## config.mk

```make
export PLATFORM = sky130hd
export DESIGN_NAME = rbi_reset_boot_irq
export DESIGN_NICKNAME = d
export VERILOG_FILES = /design/src/rtl/rbi_pkg.sv /design/src/rtl/rbi_irq_cond.sv /design/src/rtl/rbi_reset_boot_irq.sv
export SDC_FILE = /design/constraint.sdc
export NUM_CORES = 1
export LEC_CHECK = 0
export BUFFER_PORTS_ARGS = -buffer_cell sky130_fd_sc_hd__buf_2
export CAP_MARGIN = 20
export CORE_ASPECT_RATIO = 1.5
export CORE_MARGIN = 4
export CORE_UTILIZATION = 30
export DETAILED_ROUTE_END_ITERATION = 8
export GPL_ROUTABILITY_DRIVEN = 0
export PLACE_DENSITY = 0.52
export SYNTH_ARGS = -nofsm -noshare
export SYNTH_HDL_FRONTEND = slang
export SYNTH_SLANG_ARGS = --single-unit
```

## constraint.sdc

```tcl
create_clock -name clk_in -period 2.2 [get_ports clk_in]
set_clock_uncertainty 0.05 [all_clocks]
set_input_delay 0.22 -clock clk_in [delete_from_list [all_inputs] [get_ports clk_in]]
set_output_delay 0.22 -clock clk_in [all_outputs]
set_load 0.01 [all_outputs]
```

## src/rtl/rbi_pkg.sv

```systemverilog
package rbi_pkg;

  // Internal clocks held in reset after the external reset is released
  localparam int unsigned RELEASE_CYCLES = 32;
  localparam int unsigned CNT_W = 8;
  localparam logic [CNT_W-1:0] CNT_ZERO = 8'h00;
  localparam logic [CNT_W-1:0] CNT_ONE = 8'h01;
  localparam logic [CNT_W-1:0] RELEASE_COUNT = CNT_W'(RELEASE_CYCLES);

  // Number of external request lines and their positions
  localparam int unsigned REQ_LINES = 2;
  localparam int unsigned REQ_A = 0;
  localparam int unsigned REQ_B = 1;

  typedef enum logic [1:0] {
    RBI_IN_RESET,
    RBI_COUNTING,
    RBI_RUNNING
  } rbi_state_type;

  // Interrupt request line configuration: edge mode and enable
  typedef struct packed {
    logic edge_mode;
    logic enable;
  } rbi_irq_cfg_type;

  // State of one request input conditioner
  typedef struct packed {
    logic sync1_r;
    logic sync2_r;
    logic prev_r;
    logic pending_r;
  } rbi_irq_state_type;

  // State of the reset sequencer
  typedef struct packed {
    logic rst_sync1_r;
    logic rst_sync2_r;
    rbi_state_type state_r;
    logic [CNT_W-1:0] count_r;
    logic core_reset_r;
    logic reset_ind_n_r;
    logic offchip_boot_r;
    logic debug_reset_r;
    logic irq_a_r;
    logic irq_b_r;
  } rbi_seq_type;

endpackage

```

## src/rtl/rbi_irq_cond.sv

```systemverilog
`timescale 1ns/1ns
`default_nettype none

// One external request line: two-stage sync, level or falling-edge detection
module rbi_irq_cond (
  input wire logic clk_in,
  input wire logic srst_in,
  input wire logic req_n_in,
  input wire rbi_pkg::rbi_irq_cfg_type cfg_in,
  input wire logic ack_in,
  output logic req_out
);

  rbi_pkg::rbi_irq_state_type st_r;
  rbi_pkg::rbi_irq_state_type st_nxt;

  always_comb
  begin
    st_nxt = st_r;
    st_nxt.sync1_r = req_n_in;
    st_nxt.sync2_r = st_r.sync1_r;
    st_nxt.prev_r = st_r.sync2_r;
    // Latched falling edge; a new edge in the ack cycle wins over the clear
    if (st_r.prev_r && !st_r.sync2_r && cfg_in.enable && cfg_in.edge_mode)
      st_nxt.pending_r = 1'b1;
    else if (ack_in || !cfg_in.edge_mode || !cfg_in.enable)
      st_nxt.pending_r = 1'b0;
  end

  always_ff @(posedge clk_in)
  begin
    if (srst_in)
      st_r <= '{sync1_r: 1'b1, sync2_r: 1'b1, prev_r: 1'b1, pending_r: 1'b0};
    else
      st_r <= st_nxt;
  end

  assign req_out = cfg_in.enable &&
                   (cfg_in.edge_mode ? st_r.pending_r : !st_r.sync2_r);

endmodule
`default_nettype wire

```

## src/rtl/rbi_reset_boot_irq.sv

```systemverilog
// Contract
// - Request A is synchronised; level or falling-edge mode is selectable.
// - Request B is accepted; level or falling-edge mode is selectable.
// - Reset indicator output always mirrors the internal reset.
// - While external reset is low, the core stays held in reset.
// - On external reset release the boot-select level is captured.
// - Internal reset releases synchronously after a fixed count of clocks.
// - Device reset alone leaves the debug and test-port logic unreset; the code raises debug_reset_r on the pin reset.
// - Boot select high means off-chip boot; captured level picks boot source.
`timescale 1ns/1ns
`default_nettype none

module rbi_reset_boot_irq #(
  parameter int unsigned RELEASE_CYCLES = rbi_pkg::RELEASE_CYCLES
) (
  input wire logic clk_in,
  input wire logic srst_in,
  input wire logic ext_reset_n_in,
  input wire logic offchip_boot_select_in,
  input wire logic ext_request_a_n_in,
  input wire logic ext_request_b_n_in,
  input wire rbi_pkg::rbi_irq_cfg_type cfg_a_in,
  input wire rbi_pkg::rbi_irq_cfg_type cfg_b_in,
  input wire logic ack_a_in,
  input wire logic ack_b_in,
  output logic core_reset_out,
  output logic reset_indicator_n_out,
  output logic offchip_boot_out,
  output logic core_only_reset_out,
  output logic irq_a_out,
  output logic irq_b_out
);

  localparam logic [rbi_pkg::CNT_W-1:0] REL_CNT = rbi_pkg::CNT_W'(RELEASE_CYCLES);

  rbi_pkg::rbi_seq_type seq_r;
  rbi_pkg::rbi_seq_type seq_nxt;
  // Request lines gathered so that one conditioner loop serves both
  logic [rbi_pkg::REQ_LINES-1:0] req_pin_n;
  rbi_pkg::rbi_irq_cfg_type [rbi_pkg::REQ_LINES-1:0] req_cfg;
  logic [rbi_pkg::REQ_LINES-1:0] req_ack;
  logic [rbi_pkg::REQ_LINES-1:0] req_seen;

  assign req_pin_n = {ext_request_b_n_in, ext_request_a_n_in};
  assign req_cfg = {cfg_b_in, cfg_a_in};
  assign req_ack = {ack_b_in, ack_a_in};

  for (genvar i = 0; i < rbi_pkg::REQ_LINES; i++)
  begin : g_req
    rbi_irq_cond u_cond (
      .clk_in(clk_in),
      .srst_in(srst_in),
      .req_n_in(req_pin_n[i]),
      .cfg_in(req_cfg[i]),
      .ack_in(req_ack[i]),
      .req_out(req_seen[i])
    );
  end

  always_comb
  begin
    seq_nxt = seq_r;
    // Reset pin synchroniser; only the second flop is read below
    seq_nxt.rst_sync1_r = ext_reset_n_in;
    seq_nxt.rst_sync2_r = seq_r.rst_sync1_r;
    // Requests are masked while the core sits in reset
    seq_nxt.irq_a_r = req_seen[rbi_pkg::REQ_A] && !seq_r.core_reset_r;
    seq_nxt.irq_b_r = req_seen[rbi_pkg::REQ_B] && !seq_r.core_reset_r;
    case (seq_r.state_r)
      rbi_pkg::RBI_IN_RESET:
      begin
        seq_nxt.core_reset_r = 1'b1;
        seq_nxt.debug_reset_r = 1'b1;
        if (seq_r.rst_sync2_r)
        begin
          seq_nxt.offchip_boot_r = offchip_boot_select_in;
          seq_nxt.count_r = (REL_CNT > rbi_pkg::CNT_ONE) ?
                            REL_CNT - rbi_pkg::CNT_ONE : rbi_pkg::CNT_ZERO;
          seq_nxt.state_r = rbi_pkg::RBI_COUNTING;
        end
      end
      rbi_pkg::RBI_COUNTING:
      begin
        seq_nxt.debug_reset_r = 1'b0;
        if (!seq_r.rst_sync2_r)
          seq_nxt.state_r = rbi_pkg::RBI_IN_RESET;
        else if (seq_r.count_r == rbi_pkg::CNT_ZERO)
        begin
          seq_nxt.core_reset_r = 1'b0;
          seq_nxt.state_r = rbi_pkg::RBI_RUNNING;
        end
        else
          seq_nxt.count_r = seq_r.count_r - rbi_pkg::CNT_ONE;
      end
      rbi_pkg::RBI_RUNNING:
      begin
        seq_nxt.debug_reset_r = 1'b0;
        if (!seq_r.rst_sync2_r)
        begin
          seq_nxt.core_reset_r = 1'b1;
          seq_nxt.state_r = rbi_pkg::RBI_IN_RESET;
        end
      end
      default:
      begin
        seq_nxt.core_reset_r = 1'b1;
        seq_nxt.state_r = rbi_pkg::RBI_IN_RESET;
      end
    endcase
    seq_nxt.reset_ind_n_r = !seq_nxt.core_reset_r;
  end

  always_ff @(posedge clk_in)
  begin
    if (srst_in)
    begin
      // Pin is taken as low until two clean samples say otherwise
      seq_r.rst_sync1_r <= 1'b0;
      seq_r.rst_sync2_r <= 1'b0;
      seq_r.state_r <= rbi_pkg::RBI_IN_RESET;
      seq_r.count_r <= rbi_pkg::CNT_ZERO;
      seq_r.core_reset_r <= 1'b1;
      seq_r.reset_ind_n_r <= 1'b0;
      seq_r.offchip_boot_r <= 1'b0;
      seq_r.debug_reset_r <= 1'b1;
      seq_r.irq_a_r <= 1'b0;
      seq_r.irq_b_r <= 1'b0;
    end
    else
      seq_r <= seq_nxt;
  end

  assign core_reset_out = seq_r.core_reset_r;
  assign reset_indicator_n_out = seq_r.reset_ind_n_r;
  assign offchip_boot_out = seq_r.offchip_boot_r;
  // Core-only reset: debug_reset_r is raised by the pin reset in RBI_IN_RESET and drops in RBI_COUNTING
  assign core_only_reset_out = seq_r.debug_reset_r;
  assign irq_a_out = seq_r.irq_a_r;
  assign irq_b_out = seq_r.irq_b_r;

endmodule
`default_nettype wire

```

==> qor.txt <==
FF-to-FF path depth = 6
Hold Buf Count CTS = 0
critical path data required time = 2.29 ns
I/O Buffers = 17
Syn. warnings = 0
Critical Path, Cell by Cell = inv_1 -> ha_1 -> o21ai_0 -> a31o_2 -> o41ai_1 -> a21boi_0
Final Critical Period = 1.97 ns
Tot GR Track Use = 10.9%
Post-CTS Setup Bufs = 0
buffer and inverter count on the worst path = 1
GRT overflow = 0
fin nets = 163
Lkg Pwr = 0.539 nW
# diodes = 0
Initial DRC Count = 45
synthesized net count = 146
dpl ws = 0.219 ns
Worst Hold Depth = 2
Layout fillers = 425
chip width = 60.5 um
vias in the first global route = 1,032
Peak VDD IR = 0.443 mV
largest net degree at the start of global routing = 25
Fin. Hold Viols = 0
Post-Place Cell Area = 0.00135 mm2
Distinct cells, synth = 38
std cell rows = 28
drt total wl = 2470 um
post-synthesis sequential area ratio = 42.0%
fraction of layout cells with a size suffix above 1 = 24.5%
post-CTS sizing = 0
most frequent cells in the layout = dfxtp_1, buf_2, inv_1, a21oi_1
PwrDens = 1070 mW/mm2
routed vias = 964
RSZ-0062 raised after global routing = no
clk buf depth = 2
final worst-path cycle share = 89.5%
routed length per instance = 13.1 um
CTS tree = built
Slew @ Worst Pin = 0.547 ns
most common cell after layout, fill and taps aside = dfxtp_1
Synth Instances = 128
EDFF count, synth = 0
FFs w/ async S/R, synth = 0%
Mapped Area = 0.00124 mm2
clock-pin slew on the worst setup and hold paths = 0.09 ns
die area = 0.00525 mm2
Setup-failing EPs final = 0
drt first pass iters = 3
main flop type after synthesis = dfxtp_1
Arr. time, crit path = 2.06 ns
Peak Freq = 0.508 GHz
Initial Utilization = 31.3%
Worst Hold Class = in -> reg
post-route ant nets = 0
Ports = 18
area delta synth->final = 12.2%
CP Capture Type = flip-flop
Syn Area/Cell = 9.69 um2
critical path type = reg -> reg
clock sink total = 26
Final Max Slew Viols = 0
Worst slew margin = 63.2%
CP peak stage delay = 0.34 ns
via/cell ratio = 5.13
H-tree Lvls = 1
CP max stage cell = ha_1
core area = 0.00396 mm2
Worst setup SP type = flip-flop
run status = complete, no violations
Num CTS Buffers = 3
fin area = 0.00139 mm2
DIE HEIGHT = 86.7 um
setup_tns = 0 ns
cell family with most CP delay = compound AO/OA/AOI/OAI gates
initial antenna violation count = 0
DRC errors left = 0
global-route wire length before repair = 4470 um
CTS root buf = clkbuf_8
Clk Latency, worst-skew pair = 0.27 ns
CP Depth = 6
post-DP HPWL = 1890 um
Final Worst Setup Slack = 0.230 ns
Max Cap Viol = 0
post-synthesis register bit count = 26
crit path max fanout = 8
[per-stage QoR]
step / power, mW / cells / utilization, % / hold slack, ns
final: 1.49 / 188 / 35.1 / 0.0801
after global routing: 1.62 / 188 / 35.1 / 0.0874
after CTS: 1.51 / 188 / 35.1 / 0.0735
after detailed placement: 1.24 / 185 / 34.1 / 0.351
after global placement: 1.23 / 185 / 34.1 / 0.347
after floorplan: 1.10 / 128 / - / 0.242
[where the power goes]
| group | internal (mW) | leakage [nW] | switching (mW) |
|---|---|---|---|
| clock | 0.123 | 0.0216 | 0.143 |
| combinational | 0.262 | 0.304 | 0.341 |
| sequential | 0.543 | 0.213 | 0.0764 |
| total | 0.928 | 0.539 | 0.560 |
[cell type report]
type	instances	area, um2	area share, %
clock buffers	3	41.3	2.97
inverters	11	41.3	2.97
multi-input cells	85	639	46.0
flip-flops and latches	26	520	37.4
well taps	45	56.3	4.05
repair buffers	18	92.6	6.65
[path summary, 6_finish.rpt]
path,start,end,slack [ns]
setup / recovery,seq_r[15]$_SDFFE_PP0P_,seq_r[12]$_SDFFE_PP0P_,0.23
hold / removal,ext_request_b_n_in,g_req[1].u_cond.st_nxt[2]$_SDFF_PP1_,0.08
setup reg to reg,seq_r[15]$_SDFFE_PP0P_,seq_r[12]$_SDFFE_PP0P_,0.23
hold reg to reg,g_req[0].u_cond.st_nxt[2]$_SDFF_PP1_,g_req[0].u_cond.st_nxt[1]$_SDFF_PP1_,0.37
[registers in the layout, indices dropped and copies added, names as in the netlist]
name / flops
core_only_reset_out: 1
core_reset_out: 1
g_req.u_cond.st_r: 4
g_req.u_cond.st_nxt: 4
seq_nxt: 1
offchip_boot_out: 1
seq_r: 11
irq_b_out: 1
reset_indicator_n_out: 1
irq_a_out: 1
[kinds of logic after synthesis]
kind of cell	synth area share, %
adder cells (fa/ha/maj)	6.05
multiplexers	1.61
AND/OR/NAND/NOR	25.0
AO/OA/AOI/OAI	18.9
buffers and inverters	6.46
flip-flops	42.0
[synthesized netlist by cell type (all sizes together) (2+ instances only)]
library cell | instances | share of area (%)
a21boi | 3 | 1.8
a21oi | 8 | 3.2
a311oi | 3 | 2.1
a31oi | 3 | 2.7
and4b | 2 | 1.6
buf | 3 | 2.2
clkbuf | 3 | 0.91
dfxtp | 26 | 42
ha | 6 | 6.1
inv | 11 | 3.3
mux2i | 2 | 1.6
nand2 | 6 | 1.8
nand2b | 3 | 1.5
nand3b | 5 | 3.0
nor2 | 5 | 1.5
nor2b | 3 | 1.5
nor3 | 5 | 2.9
nor3b | 2 | 1.6
nor4b | 2 | 1.4
o21ai | 2 | 0.81
o22ai | 4 | 2.0
o41ai | 3 | 2.1
or2 | 6 | 3.0
or3 | 3 | 1.5
[routing by layer]
metal	GRT usage [%]	vias to the layer above	routed length [um]
met1	12.7	451	1030
met5	0	-	0
met3	2.09	5	83
li1	-	491	-
met2	19.0	17	1310
met4	4.14	0	42
No activity file was read; power rests on OpenSTA's default activity.
